--- config.mk ---
export PLATFORM = sky130hd
export DESIGN_NAME = usb_cpu_port
export DESIGN_NICKNAME = d
export VERILOG_FILES = /design/src/design/cpu_port_pkg.sv /design/src/design/usb_cpu_port.sv /design/src/design/usb_clock_seq.sv
export SDC_FILE = /design/constraint.sdc
export NUM_CORES = 1
export LEC_CHECK = 0
export ABC_AREA = 1
export CORE_MARGIN = 5
export CORE_UTILIZATION = 35
export CTS_BUF_LIST = sky130_fd_sc_hd__clkbuf_4
export DETAILED_ROUTE_END_ITERATION = 12
export DONT_BUFFER_PORTS = 1
export GPL_ROUTABILITY_DRIVEN = 0
export PLACE_DENSITY = 0.6
export SYNTH_ARGS = -nofsm -noshare
export SYNTH_HDL_FRONTEND = slang
export SYNTH_SLANG_ARGS = --single-unit
--- constraint.sdc ---
create_clock -name ref_clk -period 5.6 [get_ports ref_clk]
set_input_delay 0.56 -clock ref_clk [delete_from_list [all_inputs] [get_ports ref_clk]]
set_output_delay 0.56 -clock ref_clk [all_outputs]
set_load 0.02 [all_outputs]
--- src/design/cpu_port_pkg.sv ---
package cpu_port_pkg;
  localparam int DATA_W = 16;
  localparam int BYTE_W = 8;
  localparam int ADDR_W = 7;
  localparam int CNT_W = 8;
  localparam int FIFO_BYTE_CNT_W = 10;
  // bus width strap encoding
  localparam logic WIDTH_NARROW = 1'b0;
  localparam logic WIDTH_WIDE = 1'b1;
  // byte-lane mode bit encoding
  localparam logic LANE_WORD = 1'b0;
  localparam logic LANE_BYTE = 1'b1;
  // input-frequency select encoding (pll ratio = 48 / input)
  localparam logic [1:0] FREQ_6MHZ = 2'h0;
  localparam logic [1:0] FREQ_12MHZ = 2'h1;
  localparam logic [1:0] FREQ_24MHZ = 2'h2;
  localparam logic [1:0] FREQ_48MHZ = 2'h3;
  localparam logic [5:0] PLL_RATIO_6 = 6'h08;
  localparam logic [5:0] PLL_RATIO_12 = 6'h04;
  localparam logic [5:0] PLL_RATIO_24 = 6'h02;
  localparam logic [5:0] PLL_RATIO_1 = 6'h01;
  // timing
  localparam int CLK_PERIOD_NS = 8;
  localparam int OSC_SETTLE_NS = 1000;
  localparam int PLL_LOCK_US = 1000;
  localparam int OSC_SETTLE_CYC = (OSC_SETTLE_NS + CLK_PERIOD_NS - 1) / CLK_PERIOD_NS;
  localparam int PLL_LOCK_CYC = (PLL_LOCK_US * 1000 + CLK_PERIOD_NS - 1) / CLK_PERIOD_NS;
  localparam int TIMER_W = 17;
  typedef enum logic [1:0] {
    CLK_OFF = 2'b00,
    CLK_OSC_WAIT = 2'b01,
    CLK_PLL_WAIT = 2'b11,
    CLK_LOCKED = 2'b10
  } clk_state_t;
endpackage

--- src/design/usb_cpu_port.sv ---
`timescale 1ns/1ns
// Function
// RULE_01: width strap sampled when reset releases; low narrow, high wide.
// RULE_02: host holds strap pin low throughout when narrow bus chosen.
// RULE_03: narrow bus keeps fifo byte-wide; lower strobe writes fifo.
// RULE_04: wide bus: lane mode zero gives word fifo, one byte fifo.
// RULE_05: word fifo: both strobes write word; lower alone writes low byte.
// RULE_06: byte fifo on wide bus: lower lanes write, read mirrors byte both lanes.
// RULE_07: narrow register access decodes address six to zero; lower lanes float idle.
// RULE_08: wide register write decodes six to one; each strobe writes its byte.
// RULE_09: wide read drives both bytes; deselected all sixteen lanes float.
// RULE_10: narrow bus uses shared data15 pin as address zero.
// RULE_11: internal clock 48 MHz; pll ratio set by input-frequency select.
// RULE_12: host disables pll when 48 MHz input supplied.
// RULE_13: oscillator, pll and usb clock each stop by their enable bit.
// RULE_14: host wakes oscillator, pll, then usb clock in order.
// RULE_15: out bulk continuous mode stops after programmed transaction count.
// RULE_16: forced toggle gives cpu the serial-engine buffer half and its count.
// RULE_17: usb clock gate glitch-free; usb block idle until enabled after lock.
module usb_cpu_port #(
  parameter int OSC_CYC = cpu_port_pkg::OSC_SETTLE_CYC,
  parameter int PLL_CYC = cpu_port_pkg::PLL_LOCK_CYC
) (
  input wire logic ref_clk,
  input wire logic rst,
  input wire logic cs_n,
  input wire logic rd_n,
  input wire logic lower_write_strobe_n,
  input wire logic upper_wstrobe_width_sel,
  input wire logic [cpu_port_pkg::ADDR_W-1:1] addr,
  input wire logic [cpu_port_pkg::DATA_W-1:0] data_in,
  output logic [cpu_port_pkg::DATA_W-1:0] data_out,
  output logic [1:0] data_oe_n,
  input wire logic fifo_is_target,
  input wire logic byte_lane_mode,
  output logic reg_wr,
  output logic [1:0] reg_wr_be,
  output logic reg_rd,
  output logic [cpu_port_pkg::ADDR_W-1:0] reg_addr,
  output logic [cpu_port_pkg::DATA_W-1:0] reg_wdata,
  input wire logic [cpu_port_pkg::DATA_W-1:0] reg_rdata,
  output logic fifo_wr,
  output logic fifo_wr_word,
  output logic fifo_rd,
  output logic [cpu_port_pkg::DATA_W-1:0] fifo_wdata,
  input wire logic [cpu_port_pkg::DATA_W-1:0] fifo_rdata,
  output logic wide_bus,
  output logic fifo_byte_access,
  input wire logic continuous_mode,
  input wire logic [cpu_port_pkg::CNT_W-1:0] transaction_count,
  input wire logic count_load,
  input wire logic max_packet_rx,
  output logic out_transfer_stop,
  input wire logic force_toggle,
  input wire logic [cpu_port_pkg::FIFO_BYTE_CNT_W-1:0] sie_rx_count,
  output logic sie_toggle,
  output logic [cpu_port_pkg::FIFO_BYTE_CNT_W-1:0] sie_count_out,
  input wire logic osc_enable_bit,
  input wire logic pll_run_bit,
  input wire logic usb_clock_enable_bit,
  input wire logic [1:0] input_freq_select,
  output logic osc_run,
  output logic pll_on,
  output logic pll_locked,
  output logic [5:0] pll_ratio,
  output logic usb_clk_en
);
  import cpu_port_pkg::*;

  logic strap_pending_reg;
  logic wide_reg;
  logic access_reg;
  logic [CNT_W-1:0] tx_left_reg;
  logic fifo_byte;
  logic upper_n;
  logic wr_lo;
  logic wr_hi;
  logic rd_now;
  logic [ADDR_W-1:0] dec_addr;

  function automatic logic [DATA_W-1:0] mirror_low(input logic [DATA_W-1:0] d);
    mirror_low = {d[BYTE_W-1:0], d[BYTE_W-1:0]};
  endfunction

  ////////////////////////////////////////////////////////////////////////
  // strap capture: first clocked edge after release, never under async reset
  always_ff @(posedge ref_clk or posedge rst) begin
    if (rst) begin
      strap_pending_reg <= 1'b1;
      wide_reg <= WIDTH_NARROW;
    end else if (strap_pending_reg) begin
      strap_pending_reg <= 1'b0;
      wide_reg <= upper_wstrobe_width_sel; // RULE_01
    end
  end

  // on a narrow bus the strap pin stays low, but upper_n is forced high, so it never acts as a strobe
  assign upper_n = wide_reg ? upper_wstrobe_width_sel : 1'b1; // RULE_02
  assign fifo_byte = !wide_reg || (byte_lane_mode == LANE_BYTE); // RULE_03 RULE_04
  // narrow bus: a write is cs, lower strobe low, read high
  assign wr_lo = !cs_n && rd_n && !lower_write_strobe_n; // RULE_07
  assign wr_hi = !cs_n && rd_n && !upper_n && !(fifo_is_target && fifo_byte);
  assign rd_now = !cs_n && !rd_n && lower_write_strobe_n && upper_n;
  // narrow bus: data15 pin carries address bit zero
  assign dec_addr = wide_reg ? {addr, 1'b0} : {addr, data_in[DATA_W-1]}; // RULE_07 RULE_08 RULE_10

  ////////////////////////////////////////////////////////////////////////
  // one request per strobe assertion; strobes are held for many clocks
  always_ff @(posedge ref_clk or posedge rst) begin
    if (rst) begin
      access_reg <= 1'b0;
      reg_wr <= 1'b0;
      reg_wr_be <= '0;
      reg_rd <= 1'b0;
      reg_addr <= '0;
      reg_wdata <= '0;
      fifo_wr <= 1'b0;
      fifo_wr_word <= 1'b0;
      fifo_rd <= 1'b0;
      fifo_wdata <= '0;
    end else begin
      access_reg <= wr_lo || wr_hi || rd_now;
      reg_wr <= 1'b0;
      reg_rd <= 1'b0;
      fifo_wr <= 1'b0;
      fifo_rd <= 1'b0;
      if (!access_reg && (wr_lo || wr_hi || rd_now)) begin
        if (fifo_is_target) begin
          fifo_wr <= wr_lo; // RULE_03 RULE_05 RULE_06
          fifo_wr_word <= wr_lo && wr_hi && !fifo_byte; // RULE_05
          fifo_rd <= rd_now;
          // a byte write only carries the lower lanes, even in word mode
          fifo_wdata <= (wr_hi && !fifo_byte) ? data_in : {{BYTE_W{1'b0}}, data_in[BYTE_W-1:0]}; // RULE_05
        end else begin
          reg_wr <= wr_lo || wr_hi;
          reg_wr_be <= {wr_hi, wr_lo}; // RULE_08
          reg_rd <= rd_now;
          reg_addr <= dec_addr;
          reg_wdata <= data_in;
        end
      end
    end
  end

  ////////////////////////////////////////////////////////////////////////
  // read lanes; upper lane stays off on a narrow bus
  always_ff @(posedge ref_clk or posedge rst) begin
    if (rst) begin
      data_out <= '0;
      data_oe_n <= 2'h3;
    end else if (rd_now) begin
      data_oe_n <= wide_reg ? 2'h0 : 2'h2; // RULE_09
      if (fifo_is_target) begin
        data_out <= fifo_byte ? mirror_low(fifo_rdata) : fifo_rdata; // RULE_06
      end else begin
        data_out <= reg_rdata;
      end
    end else begin
      data_oe_n <= 2'h3; // RULE_07 RULE_09
    end
  end

  ////////////////////////////////////////////////////////////////////////
  always_ff @(posedge ref_clk or posedge rst) begin
    if (rst) begin
      wide_bus <= 1'b0;
      fifo_byte_access <= 1'b1;
    end else begin
      wide_bus <= wide_reg;
      fifo_byte_access <= fifo_byte;
    end
  end

  ////////////////////////////////////////////////////////////////////////
  // transaction counter; a zero count in continuous mode blocks at once
  always_ff @(posedge ref_clk or posedge rst) begin
    if (rst) begin
      tx_left_reg <= '0;
      out_transfer_stop <= 1'b0;
    end else begin
      if (count_load) begin
        tx_left_reg <= transaction_count;
      end else if (max_packet_rx && continuous_mode && tx_left_reg != '0) begin
        tx_left_reg <= tx_left_reg - 1'b1; // RULE_15
      end
      out_transfer_stop <= continuous_mode && (count_load ? (transaction_count == '0) :
        (tx_left_reg == '0 || (tx_left_reg == CNT_W'(1) && max_packet_rx))); // RULE_15
    end
  end

  always_ff @(posedge ref_clk or posedge rst) begin
    if (rst) begin
      sie_toggle <= 1'b0;
      sie_count_out <= '0;
    end else begin
      sie_toggle <= force_toggle; // RULE_16
      if (force_toggle) begin
        sie_count_out <= sie_rx_count; // RULE_16
      end
    end
  end

  ////////////////////////////////////////////////////////////////////////
  usb_clock_seq #(
    .OSC_CYC(OSC_CYC),
    .PLL_CYC(PLL_CYC)
  ) u_clock_seq (
    .ref_clk(ref_clk),
    .rst(rst),
    .osc_enable_bit(osc_enable_bit),
    .pll_run_bit(pll_run_bit),
    .usb_clock_enable_bit(usb_clock_enable_bit),
    .input_freq_select(input_freq_select),
    .osc_run(osc_run),
    .pll_on(pll_on),
    .pll_locked(pll_locked),
    .pll_ratio(pll_ratio),
    .usb_clk_en(usb_clk_en)
  );
endmodule // usb_cpu_port

--- src/design/usb_clock_seq.sv ---
`timescale 1ns/1ns
module usb_clock_seq #(
  parameter int OSC_CYC = cpu_port_pkg::OSC_SETTLE_CYC,
  parameter int PLL_CYC = cpu_port_pkg::PLL_LOCK_CYC
) (
  input wire logic ref_clk,
  input wire logic rst,
  input wire logic osc_enable_bit,
  input wire logic pll_run_bit,
  input wire logic usb_clock_enable_bit,
  input wire logic [1:0] input_freq_select,
  output logic osc_run,
  output logic pll_on,
  output logic pll_locked,
  output logic [5:0] pll_ratio,
  output logic usb_clk_en
);
  import cpu_port_pkg::*;
  clk_state_t state_reg;
  logic [TIMER_W-1:0] timer_reg;
  logic pll_bypass;

  ////////////////////////////////////////////////////////////////////////
  // ratio choice; at 48 MHz input the pll is bypassed
  assign pll_bypass = (input_freq_select == FREQ_48MHZ);
  always_ff @(posedge ref_clk or posedge rst) begin
    if (rst) begin
      pll_ratio <= PLL_RATIO_1;
    end else begin
      case (input_freq_select) // RULE_11
        FREQ_6MHZ: pll_ratio <= PLL_RATIO_6;
        FREQ_12MHZ: pll_ratio <= PLL_RATIO_12;
        FREQ_24MHZ: pll_ratio <= PLL_RATIO_24;
        default: pll_ratio <= PLL_RATIO_1;
      endcase
    end
  end

  ////////////////////////////////////////////////////////////////////////
  always_ff @(posedge ref_clk or posedge rst) begin
    if (rst) begin
      state_reg <= CLK_OFF;
      timer_reg <= '0;
    end else if (!osc_enable_bit) begin
      state_reg <= CLK_OFF; // RULE_13
      timer_reg <= '0;
    end else begin
      case (state_reg)
        CLK_OFF: begin
          state_reg <= CLK_OSC_WAIT;
          timer_reg <= TIMER_W'(OSC_CYC);
        end
        CLK_OSC_WAIT: begin
          if (timer_reg != '0) begin
            timer_reg <= timer_reg - 1'b1;
          end else if (pll_run_bit || pll_bypass) begin
            state_reg <= CLK_PLL_WAIT;
            timer_reg <= pll_bypass ? '0 : TIMER_W'(PLL_CYC);
          end
        end
        CLK_PLL_WAIT: begin
          if (!pll_run_bit && !pll_bypass) begin
            state_reg <= CLK_OSC_WAIT; // RULE_13
          end else if (timer_reg != '0) begin
            timer_reg <= timer_reg - 1'b1;
          end else begin
            state_reg <= CLK_LOCKED;
          end
        end
        default: begin
          if (!pll_run_bit && !pll_bypass) begin
            state_reg <= CLK_OSC_WAIT;
          end
        end
      endcase
    end
  end

  ////////////////////////////////////////////////////////////////////////
  // gate changes only on a clock edge from a flop, so the enable never glitches
  always_ff @(posedge ref_clk or posedge rst) begin
    if (rst) begin
      osc_run <= 1'b0;
      pll_on <= 1'b0;
      pll_locked <= 1'b0;
      usb_clk_en <= 1'b0;
    end else begin
      osc_run <= osc_enable_bit; // RULE_13
      pll_on <= osc_enable_bit && pll_run_bit && !pll_bypass;
      pll_locked <= (state_reg == CLK_LOCKED);
      usb_clk_en <= (state_reg == CLK_LOCKED) && usb_clock_enable_bit; // RULE_17
    end
  end
endmodule // usb_clock_seq

* Yosys cells after proc, flatten, opt, wreduce, memory -nomap -nowiden
Index checks and enable logic that the tools add are counted.
** Operators by class
- Bitwise logic cells :: 1
- Add/subtract/negate cells :: 2
- Multiplexer cells :: 33
- Eq/ne operators :: 15
- Reductions and logical operators :: 46
** Operator list (count)
- 2-to-1 mux 17 bit :: 6
- one-hot mux 17 bit (3 select lines) :: 1
- 2-to-1 mux 16 bit :: 3
- logical AND 1 bit :: 20
- nonzero test 17 bit :: 1
- subtractor 17 x 1 -> 17 bit, second input constant :: 1
- zero test 8 bit :: 2
- 2-to-1 mux 2 bit :: 8
- 2-to-1 mux 8 bit :: 2
- one-hot mux 4 bit (3 select lines) :: 1
- 2-to-1 mux 1 bit :: 11
- zero test 1 bit :: 10
- equality test 2 bit, second input constant :: 4
- equality test 8 x 1 -> 1 bit, second input constant :: 1
- AND reduction 4 bit :: 2
- nonzero test 8 bit :: 1
- subtractor 8 x 1 -> 8 bit, second input constant :: 1
- != test 3 x 2 -> 1 bit, second input constant :: 2
- != test 3 bit, second input constant :: 2
- one-hot mux 2 bit (3 select lines) :: 1
- logical OR 1 bit :: 5
- != test 5 x 1 -> 1 bit, second input constant :: 1
- equality test 2 x 1 -> 1 bit, second input constant :: 2
- zero test 2 bit :: 2
- other kinds (6) :: 7
** Storage, ports and cells
- Output and inout port bits :: 88
- Word-level logic and storage cells :: 124
- Bits of input ports :: 89
- Register bits :: 116

* Depth between registers and ports, before layout
- Depth in word-level cells :: 9
- Depth in mapped cells :: 13
- Mapped depth without buffers :: 13

* Cells and area by module
Synthesis repeated with hierarchy kept, for this count alone.
** Second synthesis, totals
- Cells, all modules :: 739
- Area, all modules :: 5938.2 µm²
** Modules (own cells, without submodules)
- usb_cpu_port :: cells each 464, area each 4075.2 µm², seq. area each 2232.1 µm², instances 1
- usb_clock_seq :: cells each 275, area each 1863.0 µm², seq. area each 676.9 µm², instances 1

* Worst setup path before layout
OpenSTA, ideal clock, no wires.
- Path kind :: input to register
- From :: input port rd_n
- To :: register reg_addr[0] (netlist name)
- Library setup time :: 0.117 ns
- Path buffers :: 1
- Setup slack :: 3.978 ns
- Data arrival time :: 1.505 ns
- Stages :: 12
- Data required time :: 5.483 ns
- Cell sequence :: inv_2 > nor2_1 > nand2_2 > a21oi_2 > nor2_2 > nand2_4 > nand2_8 > inv_4 > nand2_4 > buf_6 > nand2_1 > nand2_1
** On the way
- Cells in the longest elaborated chain, start to end :: 7
- Elaborated cells between the ends (all ways) :: 12
- Classes of those cells :: reduce/logical (12)
** RTL lines
- start: declaration :: line usb_cpu_port.sv:27 : input wire logic rd_n,
- logical AND 1 bit / zero test 1 bit (equally long branches) :: line usb_cpu_port.sv:101, usb_cpu_port.sv:102, usb_cpu_port.sv:103
- logical AND 1 bit (on tied branches) (2 in series) :: line usb_cpu_port.sv:102, usb_cpu_port.sv:103
- logical OR 1 bit / logical AND 1 bit (equally long branches) :: line usb_cpu_port.sv:127, usb_cpu_port.sv:103
- logical OR 1 bit (*) :: line usb_cpu_port.sv:127 : if (!access_reg && (wr_lo || wr_hi || rd_now)) begin
- logical AND 1 bit (*) :: line usb_cpu_port.sv:127
- AND reduction 2 bit (no line) (*)
- end signal: assignment :: line usb_cpu_port.sv:138 : reg_addr <= dec_addr;
- end: declaration :: line usb_cpu_port.sv:39 : output logic [cpu_port_pkg::ADDR_W-1:0] reg_addr,
Every way passes the cells marked *; elsewhere a longest branch is shown, timed or not.
A chain may end at the register's enable or synchronous reset.

* Final worst setup path
- From :: register u_clock_seq.timer_reg[0]
- To :: register u_clock_seq.timer_reg[5]
** On the way
- Cells in the longest elaborated chain, start to end :: 5
- Elaborated cells between the ends (all ways) :: 10
- Classes of those cells :: add/sub (1); eq/ne (2); mux (5); reduce/logical (2)
** RTL lines
- start: declaration :: line usb_clock_seq.sv:20 : logic [TIMER_W-1:0] timer_reg;
- start signal: assignment :: line usb_clock_seq.sv:51 : timer_reg <= TIMER_W'(OSC_CYC);
- start signal: assignment :: line usb_clock_seq.sv:55 : timer_reg <= timer_reg - 1'b1;
- start signal: assignment :: line usb_clock_seq.sv:58 : timer_reg <= pll_bypass ? '0 : TIMER_W'(PLL_CYC);
- subtractor 17 x 1 -> 17 bit :: line usb_clock_seq.sv:55, usb_clock_seq.sv:65
- 2-to-1 mux 17 bit :: line usb_clock_seq.sv:64 : end else if (timer_reg != '0) begin
- 2-to-1 mux 17 bit :: line usb_clock_seq.sv:62 : if (!pll_run_bit && !pll_bypass) begin
- one-hot mux 17 bit (3 select lines) :: line usb_clock_seq.sv:48 : case (state_reg)
- 2-to-1 mux 17 bit :: line usb_clock_seq.sv:44 : end else if (!osc_enable_bit) begin
Parallel ways exist; a longest one is shown, timed or not. The select of a mux whose other input is x is not followed.

==> flow_summary.yaml <==
status:
  status: "completed"
logic_synthesis:
  yosysSeqAreaShare: 0.522
  synth_area_um2: 5570
  yosysTopAreaCell: "dfrtp_1"
  netlist_top_cells_area: "dfrtp_1 50%, nand2_1 19%, inv_1 3.3%"
  synth_top_area_share: 0.499
  yosysMostFrequentCell: "nand2_1"
  ys_types: 40
  synth_common_cells: "287 x nand2_1, 111 x dfrtp_1, 49 x inv_1, 49 x nor2_1, 33 x nand3_1"
  synth_flop_cell: "dfrtp_1"
  synthCells: 675
  ys_ff_latch: 116
  synth.avg_cell_area_um2: 8.25
  synth-edff-count: 0
  yosysWarnings: 0
  synthArstFlopShare: 1.00
clocking:
  clk_path_buf_depth: 2
  cts_root_buf: "clkbuf_4"
  cts_resized: 0
  path_clk_slew_ns: 0.11
  cts_tree: "yes"
  htree_levels: 4
  numCtsBuffers: 17
  cts.sinks: 116
  clk-insertion-delay-late_ns: 0.52
critical_path:
  worstPathArrival_ns: 2.43
  critPathRequiredTime_ns: 6.02
  critPathMaxFanout: 19
  end_kind: "register"
  setup.worst_path.class: "reg -> reg"
  start_kind: "register"
power:
  leakage_nw: 3.11
  p_per_area_nw_per_um2: 341
  p_total_mw: 2.04
  ir_drop_v: 0.000123
sta:
  rsz0062_at_grt: "false"
  final_hold_viol_count: 0
  drv_slew: 0
  finalClockSkew_ns: 0.0186
  finalSetupViolCount: 0
  slew_headroom: 0.431
  fin_tns_setup_ns: 0
  min_period_over_period: 0.360
  tightest_slew_ns: 0.854
  fmax_mhz: 496
  fin_ws_ns: 3.59
  period_minus_slack_ns: 2.01
drt:
  drc_errors: 0
  wl_per_cell_um: 15.1
  vias: 4290
  drtIter0Drc: 233
  drt_wl_total_um: 13700
  routed_via_density: 4.72
  firstDrtPassIters: 4
  postRouteAntennaNets: 0
global_routing:
  grt-ovfl-total: 0
  grt_pass1_vias: 4167
  grt_pass1_wl_um: 21700
  grt_max_degree: 69
  track_usage: 0.149
  antenna_found_initial: 0
final_layout:
  nets: 773
  multi_input_area_um2: 2330
  utilization: 0.379
  areaGrowthSynthToFinish_pct: 7.35
  regArea_um2: 2910
  largest_reg_flops: 17
  drive_gt1_frac: 0.104
  n_fill_cell: 1673
  antenna_cells: 0
floorplan:
  die_x_um: 136
  die-area_um2: 18500
  io_pins: 177
  rows: 46
  initial_utilization: 0.353
  die_h_um: 136
  design.core.area_um2: 15800
placed_design:
  pre_cts_ws_ns: 3.59
  io_buffers: 0
  place_hpwl_um: 9930
job:
  drv_cap: 0
worst_hold_path:
  worstHoldPathType: "in -> reg"
-- cells in the final DEF, fill, tap and decap left out, types with 2 or more instances in the layout --
master     Yosys  layout
nor3_1         5       5
dfrtp_1      111     111
a21oi_1       23      23
ha_1           4       4
dfstp_2        5       5
nand2_2        4       4
nor2_2         5       5
bufinv_16      0       2
inv_2          4       4
a22oi_1        3       3
conb_1         1       3
o21ai_1        2       2
nand2_4        4       4
nand2_1      287     287
nor2_4         3       3
xnor2_1        3       3
clkbuf_4       0      17
clkinv_1       0       5
o211ai_1       8       8
nand3_1       33      33
mux2_2        10      10
inv_4          1       2
nand3b_1       2       2
nand4_1        6       6
o21ai_0       15      15
inv_1         49      48
nor3_2         3       3
nor2_8         2       2
nor2_1        49      49
clkinv_2       0       5
xor2_1         7       7
-- cells by family after synthesis --
kind of cell	after synthesis	synth area share
buf+inv	72	0.0613
mux	10	0.0202
fa+ha+maj	4	0.00899
flops	116	0.522
compound gates	55	0.0564
simple gates	407	0.314
xor+xnor	10	0.0157
other cells	1	0.000673
-- layer usage --
layer / global-route usage / vias to the layer above / part of all wire
met2: 0.241 / 133 / 0.47
met1: 0.176 / 2007 / 0.42
met4: 0.0577 / 0 / 0.018
met5: 0 / - / 0
li1: - / 2133 / -
met3: 0.0625 / 17 / 0.091
-- where the power goes --
part           internal (mW)  switching (mW)  total (mW)
clock network          0.251           0.322       0.573
logic                  0.104           0.186       0.291
registers              0.955           0.220        1.17
-- critical path, stage by stage, from the launching register on --
cell     delay (ns)
dfrtp_1        0.43
inv_1          0.10
ha_1           0.17
inv_1          0.06
nor2_1         0.08
nand2_1        0.08
nor2_2         0.23
nand2_2        0.13
nand2_1        0.08
nand2_1        0.08
nand2_4        0.22
nor2_1         0.14
nand2_1        0.08
nand2_1        0.05
-- per-stage QoR --
step,hold WS (ns),instances,cell area (um2)
after floorplan,0.425,677,5580
final,0.0735,908,5980
after detailed placement,0.466,876,5720
after global placement,0.463,876,5720
after CTS,0.00220,908,5980
after global routing,0.000655,908,5980
-- worst paths after layout --
check | start | slack, ns | endpoint | cells after the start
worst max-delay path | u_clock_seq.timer_reg[0]$_DFFE_PP0P_ | 3.59 | u_clock_seq.timer_reg[5]$_DFFE_PP0P_ | 13
worst min-delay path | osc_enable_bit | 0.07 | u_clock_seq.osc_run$_DFF_PP0_ | 0
worst max register to register | u_clock_seq.timer_reg[0]$_DFFE_PP0P_ | 3.59 | u_clock_seq.timer_reg[5]$_DFFE_PP0P_ | 13
worst min register to register | access_reg$_DFF_PP0_ | 0.47 | fifo_rd$_DFF_PP0_ | 1
max in group asynchronous | rst | 4.29 | access_reg$_DFF_PP0_ | 2
min in group asynchronous | rst | 0.08 | sie_count_out[4]$_DFFE_PP0P_ | 1
-- area by class of cell --
type / instances / share of cell area
tap: 216 / 0.0452
clock inverter: 14 / 0.0201
multi-input combinational: 489 / 0.389
sequential: 116 / 0.487
timing repair buffer: 2 / 0.00293
clock buffer: 17 / 0.0213
inverter: 54 / 0.0347
-- timing repair --
action | 4_1_cts | 5_1_grt
hold buffers | 1 | 0
hold endpoints to repair | 1 | 0
setup buffers | 0 | 0
(Power assumes the default switching activity.)
